===== src/include/sdl_consts.svh =====
// offsets, field limits, reset values and scale factors of the limiter
`ifndef SDL_CONSTS_SVH
`define SDL_CONSTS_SVH
// ----------------------------------------------------------------
// register offsets
// ----------------------------------------------------------------
`define SDL_A_MODE     4'h0
`define SDL_A_REFSRC   4'h1
`define SDL_A_DISP     4'h2
`define SDL_A_PRESS    4'h3
`define SDL_A_MARGIN   4'h4
`define SDL_A_DRSRC    4'h5
`define SDL_A_DRSTART  4'h6
`define SDL_A_DREND    4'h7
`define SDL_A_FLSRC    4'h8
`define SDL_A_FLOW     4'h9
`define SDL_A_TQSRC    4'ha
`define SDL_A_TORQUE   4'hb
`define SDL_A_PWSRC    4'hc
`define SDL_A_POWER    4'hd
`define SDL_A_STDISP   4'he
`define SDL_A_STPTGT   4'hf
// ----------------------------------------------------------------
// value ranges and reset values
// ----------------------------------------------------------------
`define SDL_FULL       16'h2710
`define SDL_PRESS_MAX  16'h01a4
`define SDL_MARGIN_MAX 16'h0064
`define SDL_DREND_MAX  16'h01c2
`define SDL_FLOW_MAX   16'h012c
`define SDL_TORQUE_MAX 16'h05dc
`define SDL_POWER_MAX  16'h01f4
`define SDL_MODE_MAX   16'h0002
`define SDL_SRC_NONE   2'h0
`define SDL_SRC_LOCAL  2'h1
`define SDL_SRC_NET    2'h2
`define SDL_REFSRC_RST 2'h1
// ----------------------------------------------------------------
// network value indexes
// ----------------------------------------------------------------
`define SDL_NET_DISP   3'h0
`define SDL_NET_PRESS  3'h1
`define SDL_NET_MARGIN 3'h2
`define SDL_NET_FLOW   3'h3
`define SDL_NET_TORQUE 3'h4
`define SDL_NET_POWER  3'h5
// ----------------------------------------------------------------
// limit scale factors and divider length
// ----------------------------------------------------------------
`define SDL_FLOW_K     48'h000000989680
`define SDL_TORQUE_K   48'h00000009965f
`define SDL_POWER_K    48'h000165a0bc00
`define SDL_DIV_LAST   6'h2f
`endif


===== src/include/sdl_pkg.sv =====
// types shared by the service displacement limiter
package sdl_pkg;
   typedef enum logic [1:0] {MODE_DISP, MODE_PRESS, MODE_LS} sdl_mode_t;
   typedef enum logic [1:0] {ST_PREP, ST_DIV, ST_SAVE} sdl_state_t;
endpackage


===== src/verilog/sdl_service_limiter.sv =====
// service displacement demand selection and limiting
//
// Contract
// - mode 0..2: displacement, pressure, load-sense
// - reference source 1 local, 2 network
// - only selected mode's reference is used
// - network reference: local writes ignored, net readback
// - displacement target 0..10000, default zero
// - pressure target 0..420 bar, default zero
// - load-sense keeps margin 0..100 bar
// - output is minimum of demand and limits
// - derate source 0 unlimited, 1 local
// - at or below start pressure: 100 percent
// - linear fall to 0 at end pressure
// - flow cap source 0, 1 or 2
// - flow cap scales displacement by shaft speed
// - torque cap source 0, 1 or 2
// - torque cap scales displacement by pressure
// - power cap source 0, 1 or 2
// - power cap scales by pressure and speed
// - network limit: read-only, shows last received
`timescale 1ns/1ps
`include "sdl_consts.svh"
module sdl_service_limiter #(
   parameter int DW      = 16,
   parameter int DISP_CC = 100
)(
   // clock and reset
   input  wire logic               ref_clk,
   input  wire logic               sys_rst,
   // register port
   input  wire logic [3:0]         regAddr,
   input  wire logic [15:0]        regWrData,
   input  wire logic               regWrEn,
   input  wire logic               regRdEn,
   output logic      [15:0]        regRdData,
   // network values
   input  wire logic               netValid,
   input  wire logic [2:0]         netIndex,
   input  wire logic [15:0]        netData,
   // measurements and pressure loop
   input  wire logic [15:0]        outletPress,
   input  wire logic [15:0]        lsPress,
   input  wire logic signed [15:0] shaftSpeed,
   input  wire logic [15:0]        loopDemand,
   // service output
   output logic      [15:0]        svcDisp,
   output logic      [15:0]        pressTarget
);
   // ----------------------------------------------------------------
   // elaboration checks
   // ----------------------------------------------------------------
   if (DW != 16) begin : g_bad_dw
      $error("sdl_service_limiter: DW must be 16");
   end
   if (DISP_CC < 1 || DISP_CC > 1023) begin : g_bad_cc
      $error("sdl_service_limiter: DISP_CC out of 1..1023");
   end

   localparam logic [47:0] CC = 48'(DISP_CC);

   // ----------------------------------------------------------------
   // storage
   // ----------------------------------------------------------------
   sdl_pkg::sdl_mode_t  mode_ff;
   sdl_pkg::sdl_state_t state_ff;
   logic [1:0]          refSrc_ff;
   logic [1:0]          drSrc_ff;
   logic [1:0]          flSrc_ff;
   logic [1:0]          tqSrc_ff;
   logic [1:0]          pwSrc_ff;
   logic [15:0]         disp_ff;
   logic [15:0]         press_ff;
   logic [15:0]         margin_ff;
   logic [15:0]         drStart_ff;
   logic [15:0]         drEnd_ff;
   logic [15:0]         flow_ff;
   logic [15:0]         torque_ff;
   logic [15:0]         power_ff;
   logic [15:0]         netVal_ff [6];
   logic [15:0]         lim_ff [4];
   logic [15:0]         rdData_ff;
   logic [15:0]         svcDisp_ff;
   logic [15:0]         pTgt_ff;
   logic [1:0]          idx_ff;
   logic [47:0]         quo_ff;
   logic [47:0]         rem_ff;
   logic [47:0]         den_ff;
   logic [5:0]          cnt_ff;

   // ----------------------------------------------------------------
   // helpers
   // ----------------------------------------------------------------
   function automatic logic [15:0] pick(input logic [1:0] src,
                                        input logic [15:0] loc,
                                        input logic [15:0] net);
      return (src == `SDL_SRC_NET) ? net : loc;
   endfunction

   function automatic logic [15:0] clampFull(input logic [47:0] v);
      return (v > 48'(`SDL_FULL)) ? `SDL_FULL : v[15:0];
   endfunction

   function automatic logic [15:0] minOf(input logic [15:0] a,
                                         input logic [15:0] b);
      return (a < b) ? a : b;
   endfunction

   // local write to an address, with range check
   function automatic logic okWr(input logic [3:0] a,
                                 input logic [15:0] max);
      return regWrEn && (regAddr == a) && (regWrData <= max);
   endfunction

   logic [15:0] dispEff;
   logic [15:0] pressEff;
   logic [15:0] marginEff;
   logic [15:0] flowEff;
   logic [15:0] torqueEff;
   logic [15:0] powerEff;
   logic [15:0] speedAbs;
   logic        refNet;

   assign refNet    = (refSrc_ff == `SDL_SRC_NET);
   assign dispEff   = pick(refSrc_ff, disp_ff, netVal_ff[0]);
   assign pressEff  = pick(refSrc_ff, press_ff, netVal_ff[1]);
   assign marginEff = pick(refSrc_ff, margin_ff, netVal_ff[2]);
   assign flowEff   = pick(flSrc_ff, flow_ff, netVal_ff[3]);
   assign torqueEff = pick(tqSrc_ff, torque_ff, netVal_ff[4]);
   assign powerEff  = pick(pwSrc_ff, power_ff, netVal_ff[5]);
   assign speedAbs  = shaftSpeed[15] ? 16'(-shaftSpeed)
                                     : 16'(shaftSpeed);

   // ----------------------------------------------------------------
   // mode and source selectors
   // ----------------------------------------------------------------
   always_ff @(posedge ref_clk)
   begin
      if (sys_rst)
      begin
         mode_ff   <= sdl_pkg::MODE_DISP;
         refSrc_ff <= `SDL_REFSRC_RST;
         drSrc_ff  <= `SDL_SRC_NONE;
         flSrc_ff  <= `SDL_SRC_NONE;
         tqSrc_ff  <= `SDL_SRC_NONE;
         pwSrc_ff  <= `SDL_SRC_NONE;
      end
      else
      begin
         if (okWr(`SDL_A_MODE, `SDL_MODE_MAX))
            mode_ff <= sdl_pkg::sdl_mode_t'(regWrData[1:0]);
         if (okWr(`SDL_A_REFSRC, 16'h0002) && regWrData != 16'h0000)
            refSrc_ff <= regWrData[1:0];
         if (okWr(`SDL_A_DRSRC, 16'h0001))
            drSrc_ff <= regWrData[1:0];
         if (okWr(`SDL_A_FLSRC, 16'h0002))
            flSrc_ff <= regWrData[1:0];
         if (okWr(`SDL_A_TQSRC, 16'h0002))
            tqSrc_ff <= regWrData[1:0];
         if (okWr(`SDL_A_PWSRC, 16'h0002))
            pwSrc_ff <= regWrData[1:0];
      end
   end

   // ----------------------------------------------------------------
   // local reference values, writable only with the local source
   // ----------------------------------------------------------------
   always_ff @(posedge ref_clk)
   begin
      if (sys_rst)
      begin
         disp_ff   <= 16'h0000;
         press_ff  <= 16'h0000;
         margin_ff <= 16'h0000;
      end
      else if (!refNet)
      begin
         if (okWr(`SDL_A_DISP, `SDL_FULL))
            disp_ff <= regWrData;
         if (okWr(`SDL_A_PRESS, `SDL_PRESS_MAX))
            press_ff <= regWrData;
         if (okWr(`SDL_A_MARGIN, `SDL_MARGIN_MAX))
            margin_ff <= regWrData;
      end
   end

   // ----------------------------------------------------------------
   // local limit values
   // ----------------------------------------------------------------
   always_ff @(posedge ref_clk)
   begin
      if (sys_rst)
      begin
         drStart_ff <= 16'h0000;
         drEnd_ff   <= 16'h0000;
         flow_ff    <= 16'h0000;
         torque_ff  <= 16'h0000;
         power_ff   <= 16'h0000;
      end
      else
      begin
         if (okWr(`SDL_A_DRSTART, `SDL_PRESS_MAX))
            drStart_ff <= regWrData;
         if (okWr(`SDL_A_DREND, `SDL_DREND_MAX))
            drEnd_ff <= regWrData;
         if (okWr(`SDL_A_FLOW, `SDL_FLOW_MAX) && flSrc_ff != `SDL_SRC_NET)
            flow_ff <= regWrData;
         if (okWr(`SDL_A_TORQUE, `SDL_TORQUE_MAX)
             && tqSrc_ff != `SDL_SRC_NET)
            torque_ff <= regWrData;
         if (okWr(`SDL_A_POWER, `SDL_POWER_MAX)
             && pwSrc_ff != `SDL_SRC_NET)
            power_ff <= regWrData;
      end
   end

   // ----------------------------------------------------------------
   // network holding registers
   // ----------------------------------------------------------------
   logic [15:0] netMax;

   always_comb
   begin
      unique case (netIndex)
         `SDL_NET_DISP:   netMax = `SDL_FULL;
         `SDL_NET_PRESS:  netMax = `SDL_PRESS_MAX;
         `SDL_NET_MARGIN: netMax = `SDL_MARGIN_MAX;
         `SDL_NET_FLOW:   netMax = `SDL_FLOW_MAX;
         `SDL_NET_TORQUE: netMax = `SDL_TORQUE_MAX;
         `SDL_NET_POWER:  netMax = `SDL_POWER_MAX;
         default:         netMax = 16'h0000;
      endcase
   end

   always_ff @(posedge ref_clk)
   begin
      if (sys_rst)
      begin
         for (int i = 0; i < 6; i++)
            netVal_ff[i] <= 16'h0000;
      end
      else if (netValid && netIndex <= `SDL_NET_POWER
               && netData <= netMax)
         netVal_ff[netIndex] <= netData;
   end

   // ----------------------------------------------------------------
   // register readback, one cycle after the read strobe
   // ----------------------------------------------------------------
   logic [15:0] rdMux;

   always_comb
   begin
      unique case (regAddr)
         `SDL_A_MODE:    rdMux = {14'h0000, mode_ff};
         `SDL_A_REFSRC:  rdMux = {14'h0000, refSrc_ff};
         `SDL_A_DISP:    rdMux = dispEff;
         `SDL_A_PRESS:   rdMux = pressEff;
         `SDL_A_MARGIN:  rdMux = marginEff;
         `SDL_A_DRSRC:   rdMux = {14'h0000, drSrc_ff};
         `SDL_A_DRSTART: rdMux = drStart_ff;
         `SDL_A_DREND:   rdMux = drEnd_ff;
         `SDL_A_FLSRC:   rdMux = {14'h0000, flSrc_ff};
         `SDL_A_FLOW:    rdMux = flowEff;
         `SDL_A_TQSRC:   rdMux = {14'h0000, tqSrc_ff};
         `SDL_A_TORQUE:  rdMux = torqueEff;
         `SDL_A_PWSRC:   rdMux = {14'h0000, pwSrc_ff};
         `SDL_A_POWER:   rdMux = powerEff;
         `SDL_A_STDISP:  rdMux = svcDisp_ff;
         `SDL_A_STPTGT:  rdMux = pTgt_ff;
      endcase
   end

   always_ff @(posedge ref_clk)
   begin
      if (sys_rst)
         rdData_ff <= 16'h0000;
      else
         rdData_ff <= regRdEn ? rdMux : 16'h0000;
   end

   // ----------------------------------------------------------------
   // limit set-up: numerator, denominator or a direct value
   // ----------------------------------------------------------------
   logic        bypass;
   logic [15:0] bypVal;
   logic [47:0] num;
   logic [47:0] den;

   always_comb
   begin
      bypass = 1'b1;
      bypVal = `SDL_FULL;
      num    = 48'h0;
      den    = 48'h0;
      unique case (idx_ff)
         2'h0:
         begin
            if (drSrc_ff == `SDL_SRC_NONE)
               bypVal = `SDL_FULL;
            else if (outletPress <= drStart_ff)
               bypVal = `SDL_FULL;
            else if (outletPress >= drEnd_ff)
               bypVal = 16'h0000;
            else
            begin
               bypass = 1'b0;
               num = 48'(drEnd_ff - outletPress) * 48'(`SDL_FULL);
               den = 48'(drEnd_ff - drStart_ff);
            end
         end
         2'h1:
         begin
            den = CC * 48'(speedAbs);
            num = 48'(flowEff) * `SDL_FLOW_K;
            bypass = (flSrc_ff == `SDL_SRC_NONE) || (den == 48'h0);
         end
         2'h2:
         begin
            den = CC * 48'(outletPress);
            num = 48'(torqueEff) * `SDL_TORQUE_K;
            bypass = (tqSrc_ff == `SDL_SRC_NONE) || (den == 48'h0);
         end
         2'h3:
         begin
            den = CC * 48'(outletPress) * 48'(speedAbs);
            num = 48'(powerEff) * `SDL_POWER_K;
            bypass = (pwSrc_ff == `SDL_SRC_NONE) || (den == 48'h0);
         end
      endcase
   end

   // ----------------------------------------------------------------
   // shared serial divider, one limit at a time
   // ----------------------------------------------------------------
   logic [48:0] trial;

   assign trial = {rem_ff, quo_ff[47]};

   always_ff @(posedge ref_clk)
   begin
      if (sys_rst)
      begin
         state_ff <= sdl_pkg::ST_PREP;
         idx_ff   <= 2'h0;
         quo_ff   <= 48'h0;
         rem_ff   <= 48'h0;
         den_ff   <= 48'h0;
         cnt_ff   <= 6'h00;
         for (int i = 0; i < 4; i++)
            lim_ff[i] <= `SDL_FULL;
      end
      else
      begin
         unique case (state_ff)
            sdl_pkg::ST_PREP:
            begin
               rem_ff <= 48'h0;
               den_ff <= den;
               cnt_ff <= `SDL_DIV_LAST;
               quo_ff <= bypass ? 48'(bypVal) : num;
               state_ff <= bypass ? sdl_pkg::ST_SAVE : sdl_pkg::ST_DIV;
            end
            sdl_pkg::ST_DIV:
            begin
               if (trial >= {1'b0, den_ff})
               begin
                  rem_ff <= 48'(trial - {1'b0, den_ff});
                  quo_ff <= {quo_ff[46:0], 1'b1};
               end
               else
               begin
                  rem_ff <= trial[47:0];
                  quo_ff <= {quo_ff[46:0], 1'b0};
               end
               cnt_ff <= cnt_ff - 6'h01;
               if (cnt_ff == 6'h00)
                  state_ff <= sdl_pkg::ST_SAVE;
            end
            sdl_pkg::ST_SAVE:
            begin
               lim_ff[idx_ff] <= clampFull(quo_ff);
               idx_ff <= idx_ff + 2'h1;
               state_ff <= sdl_pkg::ST_PREP;
            end
         endcase
      end
   end

   // ----------------------------------------------------------------
   // demand of the selected mode and minimum selection
   // ----------------------------------------------------------------
   logic [15:0] demand;
   logic [15:0] limMin;

   assign demand = (mode_ff == sdl_pkg::MODE_DISP)
                   ? dispEff
                   : clampFull(48'(loopDemand));
   assign limMin = minOf(minOf(lim_ff[0], lim_ff[1]),
                         minOf(lim_ff[2], lim_ff[3]));

   always_ff @(posedge ref_clk)
   begin
      if (sys_rst)
      begin
         svcDisp_ff <= 16'h0000;
         pTgt_ff    <= 16'h0000;
      end
      else
      begin
         svcDisp_ff <= minOf(demand, limMin);
         unique case (mode_ff)
            sdl_pkg::MODE_DISP:  pTgt_ff <= 16'h0000;
            sdl_pkg::MODE_PRESS: pTgt_ff <= pressEff;
            sdl_pkg::MODE_LS:    pTgt_ff <= 16'(lsPress + marginEff);
         endcase
      end
   end

   assign regRdData   = rdData_ff;
   assign svcDisp     = svcDisp_ff;
   assign pressTarget = pTgt_ff;
endmodule


===== config.mk =====
export PLATFORM = sky130hd
export DESIGN_NAME = sdl_service_limiter
export DESIGN_NICKNAME = d
export VERILOG_FILES = /design/src/include/sdl_pkg.sv /design/src/verilog/sdl_service_limiter.sv
export VERILOG_INCLUDE_DIRS = /design/src /design/src/include
export SDC_FILE = /design/constraint.sdc
export NUM_CORES = 2
export LEC_CHECK = 0
export BUFFER_PORTS_ARGS = -buffer_cell sky130_fd_sc_hd__buf_2
export CELL_PAD_IN_SITES_DETAIL_PLACEMENT = 1
export CELL_PAD_IN_SITES_GLOBAL_PLACEMENT = 1
export CORE_MARGIN = 2
export CORE_UTILIZATION = 51
export DETAILED_ROUTE_END_ITERATION = 8
export GPL_TIMING_DRIVEN = 0
export PLACE_DENSITY_LB_ADDON = 0.1
export SLEW_MARGIN = 20
export SYNTH_ARGS = -nofsm -noshare
export SYNTH_HDL_FRONTEND = slang
export SYNTH_SLANG_ARGS = --single-unit

===== constraint.sdc =====
create_clock -name ref_clk -period 11.7 [get_ports ref_clk]
set_clock_uncertainty 0.2 [all_clocks]
set_input_delay 1.17 -clock ref_clk [delete_from_list [all_inputs] [get_ports ref_clk]]
set_output_delay 1.17 -clock ref_clk [all_outputs]
set_load 0.005 [all_outputs]

==> summary.md <==
| Metric | Value |
|---|---|
| Placed cell areas | 66700 um^2 |
| Clock transition at path regs | 0.06 ns |
| First-pass GRT wire length | 369 mm |
| Worst slew margin | 17.8% |
| Routed WL | 247 mm |
| Total clock sinks | 494 |
| CP startpoint kind | primary input |
| WS Path Type | primary input to flop |
| Post-CTS Hold Buffers | 0 |
| Worst hold path class | flop to flop |
| Area grow syn2layout | 9.15% |
| Cell mode on critical path | fa_1 |
| Port bufs | 151 |
| CORE AREA | 123000 um^2 |
| FMAX | 0.0868 GHz |
| Commonest cells after routing, fill and taps aside | inv_1, ha_1, fa_1 |
| Rows | 129 |
| Largest family of logic cells by synthesized area | adder cells |
| Post-synth EDFFs | 160 |
| Critical path fanouts, max | 9 |
| Die Area | 127000 um^2 |
| Num CTS Buffers | 55 |
| Placed cells | 8951 |
| Final Slew Violations | 0 |
| Cell variety after synth | 91 |
| Sequential area share after synthesis | 18.1% |
| Register area | 11500 um^2 |
| Post-synthesis compound-gate area fraction | 13.7% |
| Mux contribution to synthesized area | 3.75% |
| Cell count after synthesis | 7122 |
| Post-DRT Antenna Nets | 0 |
| Required time of the worst setup path | 11.99 ns |
| Internal reg-to-reg setup slack | 1.14 ns |
| # IOs | 156 |
| Layout Nets | 9043 |
| Avg Cell Area, Syn | 8.89 um^2 |
| H-tree depth | 2 |
| Pin count of the biggest net entering global routing | 19 |
| Crit path max-delay cell type | fa_1 |
| Max Root-Sink Buffers | 3 |
| # setup viols final | 0 |
| Detailed Routing Iterations Pass 1 | 6 |
| Worst Tran Pin Value | 1.20 ns |
| Fill cells | 14500 |
| Commonest non-fill, non-tap cell in the layout | inv_1 |
| Worst skew pair latency | 0.70 ns |
| Wirelength per Cell | 27.2 um |
| Drc violations | 0 |
| Critical Path Max Stage Delay | 0.57 ns |
| Max-Cap Viols | 0 |
| Post-Synth Adder-Cell Area | 38.1% |
| Outcome | finished, final reports clean |
| Multi-input logic area | 47100 um^2 |
| Grt total ovfl | 0 |
| Mapped cell area | 63300 um^2 |
| Vias | 54900 |
| CP arrival | 11.82 ns |
| Synth Flop Type | dfxtp_1 |
| Number of synthesized register bits | 494 |
| Synth Area in XOR/XNOR | 3.46% |
| Die X-Extent | 356 um |
| Root Driver | clkbuf_16 |
| Routed vias/inst | 6.06 |
| CP endpoint kind | flop |
| Placer Congestion | 1.01 |
| Post-route insts no fill | 9067 |
| Iter 0 DRT Violations | 4231 |
| Initial antenna violation count | 5 |
| TritonCTS clock tree | done |
| Hpwl dp | 207 mm |
| Simple-gate share of the synthesized area | 14.4% |
| Fin crit share | 98.5% |
| Share of cells above drive strength 1 | 6.85% |
| Fin. Hold Viols | 0 |
| Vias in the first global route | 58500 |
| Async set or reset register ratio after synthesis | 0% |
| Global Route Usage Sum | 38.7% |
| Yosys warnings | 0 |
| Chip Height | 356 um |
| Hold WS | 0.263 ns |
| Post-route minimum period | 11.52 ns |
| Fin area | 69100 um^2 |
| Initial Util | 51.3% |
metrics by stage:
stage	TNS, ns	setup slack [ns]	utilization, %
floorplan	0	0.787	-
global placement	-146.38	-2.87	53.6
detailed placement	-131.35	-2.65	54.0
CTS	0	0.0147	55.8
global route	-0.0531	-0.0239	56.0
finish	0	0.178	56.0
cells in the mapped netlist (13+ instances only):
library cell,number,area share (%)
fa_1,623,20
a31oi_1,34,0.34
o21bai_1,33,0.39
or2_2,18,0.18
inv_1,1181,7.0
nand2b_1,105,1.0
edfxtp_1,160,7.6
nor3_1,100,0.79
a311oi_1,26,0.36
or3_1,30,0.30
o31ai_1,26,0.31
mux2i_1,161,2.5
nand4_1,43,0.42
o21a_1,67,0.79
xor2_1,101,1.4
nor2b_1,59,0.58
clkbuf_1,228,1.4
o22ai_1,52,0.51
and2_1,192,1.9
mux2_2,68,1.2
nor2_1,478,2.8
xnor2_1,149,2.1
nor3b_1,56,0.66
and3_1,80,0.79
buf_1,17,0.10
a22oi_1,37,0.44
nand2_1,502,3.0
a22o_1,34,0.47
a21o_1,117,1.4
nor4_1,42,0.41
o41ai_1,13,0.18
a221oi_1,31,0.43
a211oi_1,41,0.49
o21ai_0,237,1.9
a222oi_1,21,0.33
dfxtp_1,334,11
nand3_1,92,0.73
a21oi_1,369,2.9
ha_1,930,18
o211ai_1,19,0.23
final cells by class:
| class | count | share of cell area (%) |
|---|---|---|
| sequential | 494 | 16.6 |
| inverter | 1183 | 6.43 |
| clock inverter | 33 | 0.584 |
| antenna | 2 | 0.00724 |
| multi-input combinational | 5213 | 68.1 |
| clock buffer | 70 | 2.16 |
| timing repair buffer | 195 | 1.74 |
| buffer | 240 | 1.40 |
| tap | 1637 | 2.96 |
registers in the layout (all words and copies together), names as in the netlist, 40 cells and up:
signal and count:
rem_ff 48, den_ff 40, lim_ff 64, quo_ff 48
netVal_ff 96
routing by layer:
layer | GRT usage [%] | vias to the layer above | share of wire [%]
li1 | - | 24500 | -
met1 | 48.9 | 27600 | 40
met2 | 63.4 | 2083 | 46
met3 | 5.14 | 682 | 6.6
met4 | 23.1 | 2 | 7.3
met5 | 0 | - | 0.0049
final timing paths:
path                            startpoint                  endpoint  cells past startpoint
hold / removal    press_ff[9]$_SDFFE_PP0P_  press_ff[9]$_SDFFE_PP0P_                      1
hold reg to reg   press_ff[9]$_SDFFE_PP0P_  press_ff[9]$_SDFFE_PP0P_                      1
setup reg to reg  tqSrc_ff[1]$_SDFFE_PP0P_   quo_ff[27]$_SDFFE_PP0P_                     25
setup / recovery            outletPress[0]    quo_ff[4]$_SDFFE_PP0P_                     41
kinds of logic (layout without fill, tap and decap cells):
| family | after synthesis | in the layout |
|---|---|---|
| DFF | 494 | 494 |
| and+or+nand+nor | 1853 | 1853 |
| muxes | 229 | 229 |
| xor gates and xnor gates | 250 | 250 |
| AOI/OAI and AO/OA | 1307 | 1307 |
| adders and majority gates | 1553 | 1553 |
| other | 1 | 23 |
| buffers and inverters | 1435 | 1721 |
repair_timing:
| action | 4_1_cts | 5_1_grt |
|---|---|---|
| pin swaps | 9 | 15 |
| setup buffers | 15 | 8 |
| endpoints found under the setup margin | 60 | 50 |
| endpoints found under the hold margin | 0 | 0 |
| resized for setup | 42 | 61 |
critical path: cells and delay by family:
| kind | cells | cell delay, ns |
|---|---|---|
| buf+inv | 10 | 1.52 |
| simple gates | 5 | 1.48 |
| compound gates | 13 | 2.71 |
| fa+ha+maj | 11 | 4.44 |
| xor+xnor | 2 | 0.44 |
Power is not shown: default switching activity piles up to over one toggle a cycle in this logic, so the estimate is an artifact.
